`src/design/isolated_input_pkg.sv`:
```
/*
 * shared constants: register offsets, mode and delay codes, timing
 * figures and power-up states.
 * assumes one 25 MHz clock; times are in nanoseconds.
 */
package isolated_input_pkg;

    // clock period of ref_clk
    localparam int CLK_PERIOD_NS = 40;

    // channel count and field widths
    localparam int NUM_CH = 8;
    localparam int ADDR_W = 3;
    localparam int DATA_W = 8;

    // register offsets
    localparam logic [2:0] LIVE_CHANNEL_STATE_ADDR = 3'h0;
    localparam logic [2:0] FILTER_MODE_LOW_ADDR = 3'h1;
    localparam logic [2:0] FILTER_MODE_HIGH_ADDR = 3'h2;
    localparam logic [2:0] FILTER_DELAY_LOW_ADDR = 3'h3;
    localparam logic [2:0] FILTER_DELAY_HIGH_ADDR = 3'h4;

    // register reset values: every channel low-pass, no extra delay
    localparam logic [7:0] FILTER_MODE_RESET = 8'h55;
    localparam logic [7:0] FILTER_DELAY_RESET = 8'h00;

    // debounce mode codes (2-bit field per channel)
    localparam logic [1:0] MODE_DEGLITCH = 2'h0;
    localparam logic [1:0] MODE_LOWPASS = 2'h1;
    localparam logic [1:0] MODE_BLANKING = 2'h2;
    localparam logic [1:0] MODE_SPARE = 2'h3;

    // delay codes (2-bit field per channel)
    localparam logic [1:0] DELAY_NONE = 2'h0;
    localparam logic [1:0] DELAY_10MS = 2'h1;
    localparam logic [1:0] DELAY_30MS = 2'h2;
    localparam logic [1:0] DELAY_100MS = 2'h3;

    // extra delays counted in millisecond ticks
    localparam int DLY_CNT_W = 7;
    localparam logic [6:0] TICKS_10MS = 7'h0a;
    localparam logic [6:0] TICKS_30MS = 7'h1e;
    localparam logic [6:0] TICKS_100MS = 7'h64;

    // one millisecond tick, in clock cycles
    localparam int TICK_TIME_NS = 1000000;
    localparam int TICK_CYCLES_DEF = TICK_TIME_NS / CLK_PERIOD_NS;

    // fixed 4 us low-pass stage, least time so rounded up
    localparam int LP_TIME_NS = 4000;
    localparam int LP_CYCLES =
        (LP_TIME_NS + CLK_PERIOD_NS - 1) / CLK_PERIOD_NS;
    localparam int LP_CNT_W = 7;
    localparam logic [6:0] LP_MAX = 7'(LP_CYCLES);

    // wait after the supply leaves lockout before outputs are driven
    localparam int STARTUP_WAIT_NS = 40000;
    localparam int STARTUP_CYCLES =
        (STARTUP_WAIT_NS + CLK_PERIOD_NS - 1) / CLK_PERIOD_NS;
    localparam int START_CNT_W = 10;
    localparam logic [9:0] START_LAST = 10'(STARTUP_CYCLES - 1);

    // power-up sequencing
    typedef enum logic [1:0] {
        ST_LOCKOUT,
        ST_STARTUP,
        ST_CLEAR,
        ST_RUN
    } run_state_e;

endpackage : isolated_input_pkg

```
`src/design/channel_filter.sv`:
```
/*
 * one slow channel: fixed low-pass integrator, then a debounce stage
 * (deglitch, low-pass or blanking) counted in millisecond ticks.
 * assumes tick is a one-cycle divider enable on the same clock and
 * clear is held while the channel must not track its input.
 */
`timescale 1ns/1ps
module channel_filter (
    // clock and reset
    input wire logic ref_clk,
    input wire logic rstn,
    // control
    input wire logic clear,
    input wire logic tick,
    input wire logic [1:0] modeSel,
    input wire logic [1:0] delaySel,
    // data
    input wire logic rawIn,
    output logic filtOut
);

    // all channel state in one record
    typedef struct packed {
        logic [isolated_input_pkg::LP_CNT_W-1:0] lpCnt; // integrator
        logic lpOut; // fixed stage out
        logic [isolated_input_pkg::DLY_CNT_W-1:0] dCnt; // tick counter
        logic out; // filtered level
    } chan_s;

    chan_s q;
    chan_s d;
    logic [isolated_input_pkg::DLY_CNT_W-1:0] limit;

    // delay code to tick count
    always_comb begin
        unique case (delaySel)
            isolated_input_pkg::DELAY_NONE: limit = '0;
            isolated_input_pkg::DELAY_10MS: limit =
                isolated_input_pkg::TICKS_10MS;
            isolated_input_pkg::DELAY_30MS: limit =
                isolated_input_pkg::TICKS_30MS;
            isolated_input_pkg::DELAY_100MS: limit =
                isolated_input_pkg::TICKS_100MS;
        endcase
    end

    // next-state logic for both filter stages
    always_comb begin
        d = q;
        if (clear) begin
            // restart from low so tracking begins from a known level
            d = '0;
        end else begin
            // fixed stage always present, whatever the mode
            if (rawIn && q.lpCnt != isolated_input_pkg::LP_MAX) begin
                d.lpCnt = q.lpCnt + 1'b1;
            end else if (!rawIn && q.lpCnt != '0) begin
                d.lpCnt = q.lpCnt - 1'b1;
            end
            if (q.lpCnt == isolated_input_pkg::LP_MAX) begin
                d.lpOut = 1'b1;
            end else if (q.lpCnt == '0) begin
                d.lpOut = 1'b0;
            end
            // debounce stage, chosen per channel
            if (limit == '0) begin
                // no extra delay: fixed stage only
                d.out = q.lpOut;
                d.dCnt = '0;
            end else begin
                unique case (modeSel)
                    isolated_input_pkg::MODE_DEGLITCH: begin
                        // accept a level only after it held long enough
                        if (q.lpOut == q.out) begin
                            d.dCnt = '0;
                        end else if (tick) begin
                            if (q.dCnt + 1'b1 >= limit) begin
                                d.out = q.lpOut;
                                d.dCnt = '0;
                            end else begin
                                d.dCnt = q.dCnt + 1'b1;
                            end
                        end
                    end
                    isolated_input_pkg::MODE_BLANKING: begin
                        // follow at once, then ignore input for a while
                        if (q.dCnt != '0) begin
                            if (tick) begin
                                d.dCnt = q.dCnt - 1'b1;
                            end
                        end else if (q.lpOut != q.out) begin
                            d.out = q.lpOut;
                            d.dCnt = limit;
                        end
                    end
                    isolated_input_pkg::MODE_LOWPASS,
                    isolated_input_pkg::MODE_SPARE: begin
                        // spare code acts as low-pass, the safe choice
                        if (q.dCnt > limit) begin
                            d.dCnt = limit;
                        end else if (tick) begin
                            if (q.lpOut && q.dCnt != limit) begin
                                d.dCnt = q.dCnt + 1'b1;
                            end else if (!q.lpOut && q.dCnt != '0) begin
                                d.dCnt = q.dCnt - 1'b1;
                            end
                        end
                        if (d.dCnt >= limit) begin
                            d.out = 1'b1;
                        end else if (d.dCnt == '0) begin
                            d.out = 1'b0;
                        end
                    end
                endcase
            end
        end
    end

    // state register
    always_ff @(posedge ref_clk or negedge rstn) begin
        if (!rstn) begin
            q <= '0;
        end else begin
            q <= d;
        end
    end

    assign filtOut = q.out;

endmodule : channel_filter

```
`src/design/isolated_input_debounce.sv`:
```
/*
 * eight isolated input channels: fast pass-through or debounce per
 * channel, supply lockout, startup wait, per-channel config registers.
 * assumes inputs and supply comparators are synchronous to ref_clk;
 * serial framing lives outside and reaches us via the register port.
 */
`timescale 1ns/1ps
module isolated_input_debounce #(
    // 1 for the serial variant with registers, 0 for parallel parts
    parameter bit SERIAL_VARIANT = 1'b1,
    // channels wired as fast pass-through, one bit per channel
    parameter logic [7:0] FAST_MASK = 8'h00,
    // delay code shared by all channels on parallel parts
    parameter logic [1:0] PARALLEL_DELAY = 2'h0,
    // clock cycles in one millisecond tick
    parameter int TICK_CYCLES = isolated_input_pkg::TICK_CYCLES_DEF
) (
    // clock and reset
    input wire logic ref_clk,
    input wire logic rstn,
    // demodulated field inputs
    input wire logic [7:0] fieldChannelIn,
    // supply comparators
    input wire logic supplyAboveEnter,
    input wire logic supplyAboveExit,
    // register port
    input wire logic [2:0] regAddr,
    input wire logic [7:0] regWrData,
    input wire logic regWr,
    input wire logic regRd,
    output logic [7:0] regRdData,
    // serial cascade
    input wire logic serialDataIn,
    output logic serialPassThroughOut,
    // channel outputs
    output logic [7:0] filteredChannelOut,
    output logic [7:0] fastChannelOut,
    output logic outputDriveEn,
    output logic supplyLockout
);

    // tick divider width follows the tick length
    localparam int TICK_W = (TICK_CYCLES > 1) ? $clog2(TICK_CYCLES) : 1;
    localparam logic [TICK_W-1:0] TICK_LAST = TICK_W'(TICK_CYCLES - 1);

    // all block state in one record
    typedef struct packed {
        isolated_input_pkg::run_state_e st; // sequencing
        logic [isolated_input_pkg::START_CNT_W-1:0] startCnt; // wait count
        logic lockout; // supply low
        logic [TICK_W-1:0] tickCnt; // divider
        logic tick; // 1 ms pulse
        logic [7:0] modeLo; // ch3..ch0
        logic [7:0] modeHi; // ch7..ch4
        logic [7:0] dlyLo; // ch3..ch0
        logic [7:0] dlyHi; // ch7..ch4
        logic [7:0] rdData; // read answer
        logic [7:0] filtOut; // slow outputs
        logic [7:0] fastOut; // fast outputs
        logic driveEn; // outputs live
        logic passThru; // cascade bit
    } top_s;

    top_s q;
    top_s d;

    // per-channel filter hookup
    logic [15:0] modeAll; // packed mode fields, two bits a channel
    logic [15:0] delayAll; // packed delay fields
    logic [7:0] filterRaw; // outputs of the channel filters
    logic filterClear; // holds filters while not running

    // filters only run once the output sequencing reaches run
    assign filterClear = (q.st != isolated_input_pkg::ST_RUN);

    // choose configuration per variant
    always_comb begin
        if (SERIAL_VARIANT) begin
            // each channel takes its own register fields
            modeAll = {q.modeHi, q.modeLo};
            delayAll = {q.dlyHi, q.dlyLo};
        end else begin
            // fixed per part: low-pass only, one shared delay
            modeAll = {8{isolated_input_pkg::MODE_LOWPASS}};
            delayAll = {8{PARALLEL_DELAY}};
        end
    end

    // one filter per channel; fast channels simply ignore theirs
    for (genvar i = 0; i < isolated_input_pkg::NUM_CH; i++) begin : g_ch
        channel_filter u_filter (
            .ref_clk(ref_clk),
            .rstn(rstn),
            .clear(filterClear),
            .tick(q.tick),
            .modeSel(modeAll[2*i +: 2]),
            .delaySel(delayAll[2*i +: 2]),
            .rawIn(fieldChannelIn[i]),
            .filtOut(filterRaw[i])
        );
    end

    // next-state logic: supply, sequencing, tick, registers, outputs
    always_comb begin
        d = q;

        // lockout with hysteresis: enter low, leave only above upper
        if (!supplyAboveEnter) begin
            d.lockout = 1'b1;
        end else if (supplyAboveExit) begin
            d.lockout = 1'b0;
        end

        // millisecond tick divider, free running
        if (q.tickCnt == TICK_LAST) begin
            d.tickCnt = '0;
            d.tick = 1'b1;
        end else begin
            d.tickCnt = q.tickCnt + 1'b1;
            d.tick = 1'b0;
        end

        // power-up sequencing, needs no host action
        if (q.lockout) begin
            // any lockout throws the sequence back to the start
            d.st = isolated_input_pkg::ST_LOCKOUT;
            d.startCnt = '0;
        end else begin
            unique case (q.st)
                isolated_input_pkg::ST_LOCKOUT: begin
                    d.st = isolated_input_pkg::ST_STARTUP;
                    d.startCnt = '0;
                end
                isolated_input_pkg::ST_STARTUP: begin
                    // supply must stay good for the whole wait
                    if (q.startCnt == isolated_input_pkg::START_LAST) begin
                        d.st = isolated_input_pkg::ST_CLEAR;
                    end else begin
                        d.startCnt = q.startCnt + 1'b1;
                    end
                end
                isolated_input_pkg::ST_CLEAR: begin
                    // one cycle of driven low before tracking
                    d.st = isolated_input_pkg::ST_RUN;
                end
                isolated_input_pkg::ST_RUN: begin
                    d.st = isolated_input_pkg::ST_RUN;
                end
            endcase
        end

        // output stage
        if (q.st == isolated_input_pkg::ST_RUN) begin
            // fast channels straight from the input
            d.fastOut = fieldChannelIn & FAST_MASK;
            // slow channels from their filters
            d.filtOut = filterRaw & ~FAST_MASK;
            d.driveEn = 1'b1;
        end else if (q.st == isolated_input_pkg::ST_CLEAR) begin
            // defined low once the wait is over
            d.fastOut = '0;
            d.filtOut = '0;
            d.driveEn = 1'b1;
        end else begin
            // undefined pins: not driven, inputs not followed
            d.fastOut = '0;
            d.filtOut = '0;
            d.driveEn = 1'b0;
        end

        // register writes; parallel parts have no config registers
        if (regWr && SERIAL_VARIANT) begin
            unique case (regAddr)
                isolated_input_pkg::FILTER_MODE_LOW_ADDR:
                    d.modeLo = regWrData;
                isolated_input_pkg::FILTER_MODE_HIGH_ADDR:
                    d.modeHi = regWrData;
                isolated_input_pkg::FILTER_DELAY_LOW_ADDR:
                    d.dlyLo = regWrData;
                isolated_input_pkg::FILTER_DELAY_HIGH_ADDR:
                    d.dlyHi = regWrData;
                default: begin
                    // read-only or unmapped: the write is dropped
                end
            endcase
        end

        // read answer stands for exactly the cycle after the strobe
        d.rdData = '0;
        if (regRd) begin
            unique case (regAddr)
                isolated_input_pkg::LIVE_CHANNEL_STATE_ADDR:
                    d.rdData = q.filtOut | q.fastOut;
                isolated_input_pkg::FILTER_MODE_LOW_ADDR:
                    d.rdData = SERIAL_VARIANT ? q.modeLo : '0;
                isolated_input_pkg::FILTER_MODE_HIGH_ADDR:
                    d.rdData = SERIAL_VARIANT ? q.modeHi : '0;
                isolated_input_pkg::FILTER_DELAY_LOW_ADDR:
                    d.rdData = SERIAL_VARIANT ? q.dlyLo : '0;
                isolated_input_pkg::FILTER_DELAY_HIGH_ADDR:
                    d.rdData = SERIAL_VARIANT ? q.dlyHi : '0;
                default: begin
                    // unmapped offsets read as zero
                    d.rdData = '0;
                end
            endcase
        end

        // cascade bit: one-cycle retimed copy of the serial input
        d.passThru = serialDataIn;
    end

    // state register; lockout is assumed until the supply is seen good
    always_ff @(posedge ref_clk or negedge rstn) begin
        if (!rstn) begin
            q <= '0;
            q.st <= isolated_input_pkg::ST_LOCKOUT;
            q.lockout <= 1'b1;
            q.modeLo <= isolated_input_pkg::FILTER_MODE_RESET;
            q.modeHi <= isolated_input_pkg::FILTER_MODE_RESET;
            q.dlyLo <= isolated_input_pkg::FILTER_DELAY_RESET;
            q.dlyHi <= isolated_input_pkg::FILTER_DELAY_RESET;
        end else begin
            q <= d;
        end
    end

    // outputs straight from the state record
    assign regRdData = q.rdData;
    assign serialPassThroughOut = q.passThru;
    assign filteredChannelOut = q.filtOut;
    assign fastChannelOut = q.fastOut;
    assign outputDriveEn = q.driveEn;
    assign supplyLockout = q.lockout;

endmodule : isolated_input_debounce

```
`config.mk`:
```
export PLATFORM = sky130hd
export DESIGN_NAME = isolated_input_debounce
export DESIGN_NICKNAME = d
export VERILOG_FILES = /design/src/design/isolated_input_pkg.sv /design/src/design/channel_filter.sv /design/src/design/isolated_input_debounce.sv
export SDC_FILE = /design/constraint.sdc
export NUM_CORES = 1
export LEC_CHECK = 0
export ABC_CLOCK_PERIOD_IN_PS = 4300
export BUFFER_PORTS_ARGS = -buffer_cell sky130_fd_sc_hd__buf_2
export CORE_ASPECT_RATIO = 0.9
export CORE_MARGIN = 5
export CORE_UTILIZATION = 45
export DETAILED_ROUTE_END_ITERATION = 8
export GPL_TIMING_DRIVEN = 0
export HOLD_SLACK_MARGIN = 0.15
export REMOVE_ABC_BUFFERS = 1
export SKIP_CTS_REPAIR_TIMING = 1
export SYNTH_ARGS = -nofsm -noshare
export SYNTH_HDL_FRONTEND = slang
export SYNTH_SLANG_ARGS = --single-unit
```
`constraint.sdc`:
```
create_clock -name ref_clk -period 4.3 [get_ports ref_clk]
set_input_delay 0.86 -clock ref_clk [delete_from_list [all_inputs] [get_ports ref_clk]]
set_output_delay 0.86 -clock ref_clk [all_outputs]
set_load 0.03 [all_outputs]
```
==> impl_metrics.py, run 1 <==
metrics = {
    "synthesis": {
        "synth_xor_area_frac": 0.05456,
        "yosys.cell_types.count": 90,
        "ys_seq_area_frac": 0.2507,
        "synthAdderAreaFrac": 0.1491,
        "synth-main-ff-cell": "dfrtp_1",
        "synth-seq-cells": 207,
        "synth_area_per_cell_um2": 8.102,
        "synth-simple-area-share": 0.1963,
        "syn-cell-area_um2": 20710,
        "synth_top_family_by_area": "compound AO/OA/AOI/OAI gates",
        "netlist_instances": 2556,
        "synth_compound_area_frac": 0.2577,
        "synth-async-reset-ratio": 1.000,
        "muxShareOfSynthArea": 0.03117,
        "yosys_warnings": 0,
        "synth_edf_count": 0,
    },
    "die": {
        "die_area_um2": 50420,
        "core_area_um2": 45460,
        "initial_core_util": 0.4556,
        "ioPinCount": 53,
        "die_x_um": 236.1,
        "die_y_um": 213.5,
        "rows": 74,
    },
    "sta": {
        "max-slew-margin-rel": 0.3050,
        "setup-tns-final_ns": 0,
        "report.final.slew_viol_count": 0,
        "period_needed_ns": 4.171,
        "hold_viol_final": 0,
        "max_freq_mhz": 239.8,
        "worst_pin_slew_ns": 1.035,
        "period_share": 0.9700,
        "fin_skew_ns": 0.01477,
        "setup_viol": 0,
    },
    "critical_path": {
        "cp.arrival_ns": 4.63,
        "crit_fanout": 6,
        "path_class": "flop to flop",
        "r2r_slack_ns": 0.13,
        "cp-end-kind": "flop",
        "critPathLaunchType": "flop",
        "cp.required_ns": 4.76,
    },
    "worst_hold_path": {
        "hold_class": "input port to async pin",
    },
    "detailed_routing": {
        "vias_per_cell": 6.252,
        "postRouteAntennaNets": 0,
        "drt_wl_total_mm": 61.59,
        "drc": 0,
        "dr.pass1.iters": 6,
        "post_drt_wl_per_cell_um": 19.53,
        "drtIter0Drc": 1835,
        "vias": 19720,
    },
    "finish": {
        "post-route-util": 0.4980,
        "stdcell_count": 3154,
        "fin_nets": 2792,
        "layout-drive-gt1-share": 0.1010,
        "syn2layout_area_growth_pct": 9.328,
    },
    "global_routing": {
        "grt_max_degree": 113,
        "first_global_vias": 18800,
        "grt_use_total": 0.2330,
        "antenna_found_initial": 1,
        "grt_pass1_wl_mm": 99.22,
        "grt-ovfl-total": 0,
    },
    "run_status": {
        "status": "complete, no violations",
    },
    "clock_network": {
        "cts_tree": "built",
        "cts_root_buf": "clkbuf_16",
        "clkLatencyLatePin_ns": 0.55,
        "clk_path_buf_depth": 3,
        "cts.clk_slew.worst_paths_ns": 0.06,
        "h-tree-depth": 1,
        "cts_buffers": 27,
        "cts.sinks": 207,
    },
    "placement": {
        "port_buffers": 44,
        "place_hpwl_mm": 44.20,
        "gp_congestion": 0.9393,
        "dp.cells": 3086,
    },
    "job": {
        "maxCapViolCount": 0,
    },
    "power_and_ir_drop": {
        "ir_worst_vdd_v": 0.0002969,
        "leakage_uw": 0.01041,
        "cellPowerDensity_nw_per_um2": 331.8,
    },
}
==> through the flow <==
stage	power (uW)	setup WS (ns)	cell area, um2	hold WS, ns
after global routing	8016	-0.06649	22640	0.3760
after global placement	4832	-3.348	21100	0.4513
after detailed placement	4902	-0.7238	21260	0.4634
final	7513	0.1291	22640	0.2851
after floorplan	4151	-0.6630	20120	0.4329
after CTS	7325	-0.7201	22190	0.3598
==> cells by family after synthesis <==
kind of cell	after synthesis
AO/OA/AOI/OAI	797
XOR/XNOR	129
adder cells (fa/ha/maj)	242
buffers and inverters	303
flip-flops	207
multiplexers	61
other	1
AND/OR/NAND/NOR	816
==> power breakdown <==
| group | total [uW] | switching (uW) | internal (uW) |
|---|---|---|---|
| clock | 2360 | 909 | 1450 |
| sequential | 2280 | 230 | 2050 |
| combinational | 2870 | 1700 | 1170 |
| total | 7510 | 2840 | 4670 |
==> state kept, by name, indices dropped and copies added (netlist names) <==
name	cells
serialPassThroughOut	1
q	28
regRdData	8
outputDriveEn	1
g_ch.u_filter.filtOut	8
delayAll	16
supplyLockout	1
g_ch.u_filter.q	120
filteredChannelOut	8
modeAll	16
==> metal layers <==
metal | GRT usage | routed length (um) | up-vias
met1 | 0.3308 | 28640 | 9536
met3 | 0.03704 | 4244 | 107
li1 | - | - | 9312
met4 | 0.05672 | 1380 | 0
met5 | 0 | 0 | -
met2 | 0.3769 | 27320 | 764
==> cell type report <==
cell class              count  area [um2]
diodes                      1       2.502
repair inverters            1       7.507
inverters                 168       645.6
repair buffers             66       475.5
flip-flops and latches    207        5197
clock buffers              39       790.8
clock inverters            11       142.6
well taps                 608       760.7
fillers                  4358       22820
multi-input cells        2053       14620
==> critical path, stage by stage (launching register included) <==
cell and delay, ns:
dfrtp_1 0.40, inv_1 0.12, ha_1 0.47, inv_1 0.16, ha_1 0.33, nand4b_1 0.17, o21ai_1 0.41, nor3_1 0.11
o21a_1 0.21, o31ai_2 0.39, ha_1 0.32, and3_1 0.19, nor2b_1 0.14, or4_1 0.47, o211ai_1 0.16
==> cell usage after synthesis, drive strengths merged (12+ instances only) <==
master | instances | area [um2]
nand3 | 89 | 445.4
o22ai | 22 | 137.6
xnor2 | 69 | 604.3
or2 | 18 | 112.6
nor3 | 62 | 310.3
o21a | 23 | 172.7
and3 | 22 | 137.6
a22o | 29 | 254.0
buf | 44 | 277.8
o41ai | 13 | 113.9
xor2 | 60 | 525.5
mux2 | 28 | 315.3
or3 | 26 | 162.7
nand2 | 202 | 758.2
nor2b | 40 | 250.2
nand2b | 35 | 219.0
inv | 163 | 611.8
ha | 234 | 2928
nor2 | 210 | 805.8
o21ai | 214 | 1071
a211o | 12 | 105.1
a31oi | 21 | 131.4
a21oi | 156 | 780.8
a21o | 60 | 450.4
or4 | 26 | 202.7
nor3b | 16 | 120.1
a221oi | 17 | 148.9
o31ai | 44 | 349.1
nand4 | 19 | 118.9
a22oi | 20 | 150.1
o211ai | 24 | 185.2
a211oi | 20 | 150.1
dfrtp | 198 | 4955
clkbuf | 91 | 341.6
mux2i | 33 | 330.3
==> layout by cell type, fill, tap and decap left out, drive strengths merged, types with 24 or more instances in the layout <==
cell      n
or3      26
nor2b    40
a22o     29
ha      234
nor3     62
nand2b   35
nor2    210
dfrtp   198
a21oi   156
inv     161
buf      66
mux2     28
o211ai   24
a21o     60
clkbuf   39
o31ai    44
nand2   202
or4      26
xnor2    69
o21ai   214
nand3    89
xor2     60
mux2i    33
==> worst paths after layout <==
kind / from / end / cells past startpoint
worst max-delay path: delayAll[13]$_DFFE_PN0P_ / g_ch[6].u_filter.filtOut$_DFFE_PN0P_ / 14
worst max register to register: delayAll[13]$_DFFE_PN0P_ / g_ch[6].u_filter.filtOut$_DFFE_PN0P_ / 14
min in group ref_clk: serialDataIn / serialPassThroughOut$_DFF_PN0_ / 1
worst min-delay path: rstn / g_ch[7].u_filter.q[11]$_DFFE_PN0P_ / 2
worst min register to register: q[59]$_DFF_PN0_ / q[59]$_DFF_PN0_ / 1
max in group asynchronous: rstn / delayAll[5]$_DFFE_PN0P_ / 3
No activity file was read; power rests on OpenSTA's default activity.
==> inputs of run 2 (changes only) <==
--- a/config.mk
+++ b/config.mk
@@ -5,14 +5,16 @@
 export SDC_FILE = /design/constraint.sdc
 export NUM_CORES = 1
 export LEC_CHECK = 0
+export ABC_AREA = 1
 export ABC_CLOCK_PERIOD_IN_PS = 4300
 export BUFFER_PORTS_ARGS = -buffer_cell sky130_fd_sc_hd__buf_2
 export CORE_ASPECT_RATIO = 0.9
 export CORE_MARGIN = 5
-export CORE_UTILIZATION = 45
+export CORE_UTILIZATION = 59
 export DETAILED_ROUTE_END_ITERATION = 8
 export GPL_TIMING_DRIVEN = 0
 export HOLD_SLACK_MARGIN = 0.15
+export PLACE_DENSITY = 0.79
 export REMOVE_ABC_BUFFERS = 1
 export SKIP_CTS_REPAIR_TIMING = 1
 export SYNTH_ARGS = -nofsm -noshare
==> run 2 against run 1 <==
Compared with the run above: sequential power decreased by 5%; wire length decreased by 4.5%; area after synthesis increased by 1.8%; first-iteration DRC count increased by 3.8%; fmax increased by 8.9%; critical endpoint is now g_ch[4].u_filter.filtOut$_DFFE_PN0P_.
==> impl_metrics.py, run 2 <==
metrics = {
    "run_status": {
        "status": "complete, no violations",
    },
    "synthesis": {
        "synth-async-reset-ratio": 1.000,
        "ys_seq_area_frac": 0.2463,
        "syn-cell-area_um2": 21080,
        "ys_top_cells_by_area": "dfrtp_1 (24%), nand2_1 (14%), ha_1 (14%)",
        "synth.most_common_cell": "nand2_1",
        "netlist_instances": 3106,
        "synth-seq-cells": 207,
        "synth_common_cells": "nand2_1 (783), inv_1 (475), nor2_1 (254), ha_1 (234), dfrtp_1 (198)",
        "synth_area_per_cell_um2": 6.785,
        "synth_top_area_frac": 0.2351,
        "yosys_warnings": 0,
        "synth_edf_count": 0,
        "synth-main-ff-cell": "dfrtp_1",
        "yosys.cell_types.count": 61,
        "synth_largest_area_cell": "dfrtp_1",
    },
    "global_routing": {
        "grt_max_degree": 109,
        "grt-ovfl-total": 0,
        "grt_use_total": 0.2883,
        "antenna_found_initial": 0,
        "grt_pass1_wl_mm": 96.94,
        "first_global_vias": 19570,
    },
    "critical_path": {
        "cp.required_ns": 4.74,
        "critPathLaunchType": "flop",
        "r2r_slack_ns": 0.47,
        "path_cells": "inv_1, ha_1, nor2_1, ha_1, inv_1, nor2_1, o21ai_0, o211ai_1, nand2_1, inv_1, a21oi_1, a21oi_2, ha_1, a21oi_1, o21ai_0, a31oi_1, nand2_1, nor2_1, nand3_2, nand3b_1, nand2_1",
        "rr_endpoint": "g_ch[4].u_filter.filtOut$_DFFE_PN0P_",
        "r2r_start": "delayAll[8]$_DFFE_PN0P_",
        "critPathBufInv": 3,
        "critical-path-top-delay-family": "simple AND/OR/NAND/NOR gates",
        "reg2reg_depth": 21,
        "path_class": "flop to flop",
        "cp-end-kind": "flop",
        "cpMaxStageDelayCell": "dfrtp_1",
        "cp.arrival_ns": 4.27,
        "crit_fanout": 7,
        "slowest_delay_ns": 0.39,
    },
    "clock_network": {
        "cts.sinks": 207,
        "cts_root_buf": "clkbuf_16",
        "clkLatencyLatePin_ns": 0.57,
        "cts_buffers": 26,
        "cts.clk_slew.worst_paths_ns": 0.06,
        "cts_tree": "built",
        "clk_path_buf_depth": 3,
        "h-tree-depth": 1,
    },
    "die": {
        "initial_core_util": 0.5999,
        "core_area_um2": 35130,
        "die_x_um": 209.2,
        "rows": 65,
        "die_y_um": 189.3,
        "die_area_um2": 39610,
        "ioPinCount": 53,
    },
    "placement": {
        "gp_congestion": 1.006,
        "place_hpwl_mm": 44.41,
        "port_buffers": 44,
        "dp_slack_ns": -0.3978,
    },
    "finish": {
        "largest-register": "g_ch.u_filter.q",
        "layout_commonest_cell": "nand2_1",
        "nFillCells": 3219,
        "largest_reg_flops": 120,
        "syn2layout_area_growth_pct": 6.210,
        "layout-drive-gt1-share": 0.07464,
        "num_antenna_cells": 0,
        "fin_nets": 3383,
        "reg_top3": "g_ch.u_filter.q: 120 flops, q: 28 flops",
        "most-common-layout-cells": "nand2_1 (783), inv_1 (475), nor2_1 (254)",
    },
    "sta": {
        "max-slew-margin-rel": 0.3490,
        "fin_skew_ns": 0.02864,
        "setup_viol": 0,
        "report.final.slew_viol_count": 0,
        "hold_viol_final": 0,
        "rsz0062_at_grt": "false",
        "max_freq_mhz": 261.2,
        "worst_slack_ns": 0.4713,
        "period_share": 0.8904,
        "period_needed_ns": 3.829,
        "worst_pin_slew_ns": 0.9711,
    },
    "detailed_routing": {
        "drtIter0Drc": 1904,
        "drc": 0,
        "postRouteAntennaNets": 0,
        "dr.pass1.iters": 8,
        "post_drt_wl_per_cell_um": 16.32,
        "vias_per_cell": 5.723,
        "drt_wl_total_mm": 58.81,
        "vias": 20630,
    },
    "worst_hold_path": {
        "hold_class": "input port to async pin",
    },
    "power_and_ir_drop": {
        "p_total_uw": 7749,
        "leakage_uw": 0.01237,
        "ir_worst_vdd_v": 0.0003042,
        "cellPowerDensity_nw_per_um2": 346.2,
    },
    "job": {
        "maxCapViolCount": 0,
    },
}
## run 2: cell types whose count changed after synthesis, moves of 35 or more
| cell | previous run | this run |
|---|---|---|
| nand2_1 | 202 | 783 |
| a21o_1 | 60 | 0 |
| clkbuf_1 | 91 | 11 |
| nand2b_1 | 35 | 0 |
| xnor2_1 | 69 | 26 |
| nand2_2 | 0 | 35 |
| nor2b_1 | 40 | 0 |
| nand3_1 | 89 | 195 |
| nor2_1 | 207 | 254 |
| inv_1 | 163 | 475 |
| nor3_1 | 62 | 25 |
## run 2: area by class of cell
cell class	count	area (um2)	area share
clock inverter	8	131.4	0.005869
clock buffer	40	773.2	0.03454
multi-input combinational	2335	13540	0.6049
inverter	499	1894	0.08463
sequential	207	5195	0.2321
timing repair inverter	1	5.005	0.0002236
tap	469	586.8	0.02622
timing repair buffer	45	257.7	0.01151
## run 2: power by group
group | switching (uW) | internal [uW]
sequential | 113 | 2050
combinational | 2180 | 1100
clock | 899 | 1420
## run 2: worst max path at each step
stage	startpoint	end	cells after the start
4_1_cts	q[86]$_DFFE_PN0P_	g_ch[1].u_filter.q[4]$_DFFE_PN0P_	9
6_report	delayAll[8]$_DFFE_PN0P_	g_ch[4].u_filter.filtOut$_DFFE_PN0P_	21
3_3_place_gp	rstn	g_ch[3].u_filter.q[7]$_DFFE_PN0P_	1
3_5_place_dp	q[86]$_DFFE_PN0P_	g_ch[1].u_filter.q[4]$_DFFE_PN0P_	9
5_1_grt	delayAll[13]$_DFFE_PN0P_	g_ch[6].u_filter.filtOut$_DFFE_PN0P_	25
2_1_floorplan	q[58]$_DFF_PN0_	g_ch[3].u_filter.filtOut$_DFFE_PN0P_	14
## run 2: logic make-up after synthesis
group                    count (synthesis)  synth area share
AND/OR/NAND/NOR                       1437            0.2993
buffers and inverters                  571            0.1127
AO/OA/AOI/OAI                          563            0.1589
adder cells (fa/ha/maj)                242            0.1465
flip-flops                             207            0.2463
XOR/XNOR                                85           0.03604
other                                    1         0.0001779
## run 2: metal layers
layer  track usage  part of all wire  vias to the layer above
li1              -                 -                    10250
met1        0.3974              0.44                     9540
met2        0.4786              0.45                      712
met3       0.03413             0.071                      123
met4       0.08708             0.032                        0
met5             0                 0                        -
## run 2: through the flow
stage	hold slack (ns)	instances	setup TNS [ns]	instance area, um2	utilization
after floorplan	0.4118	3041	0	20620	-
after global placement	0.4336	3554	-275.50	21420	0.6098
after detailed placement	0.4325	3555	-2.438	21470	0.6110
after global routing	0.3893	3604	0	22380	0.6371
final	0.3259	3604	0	22380	0.6371
after CTS	0.3609	3603	-2.430	22370	0.6367
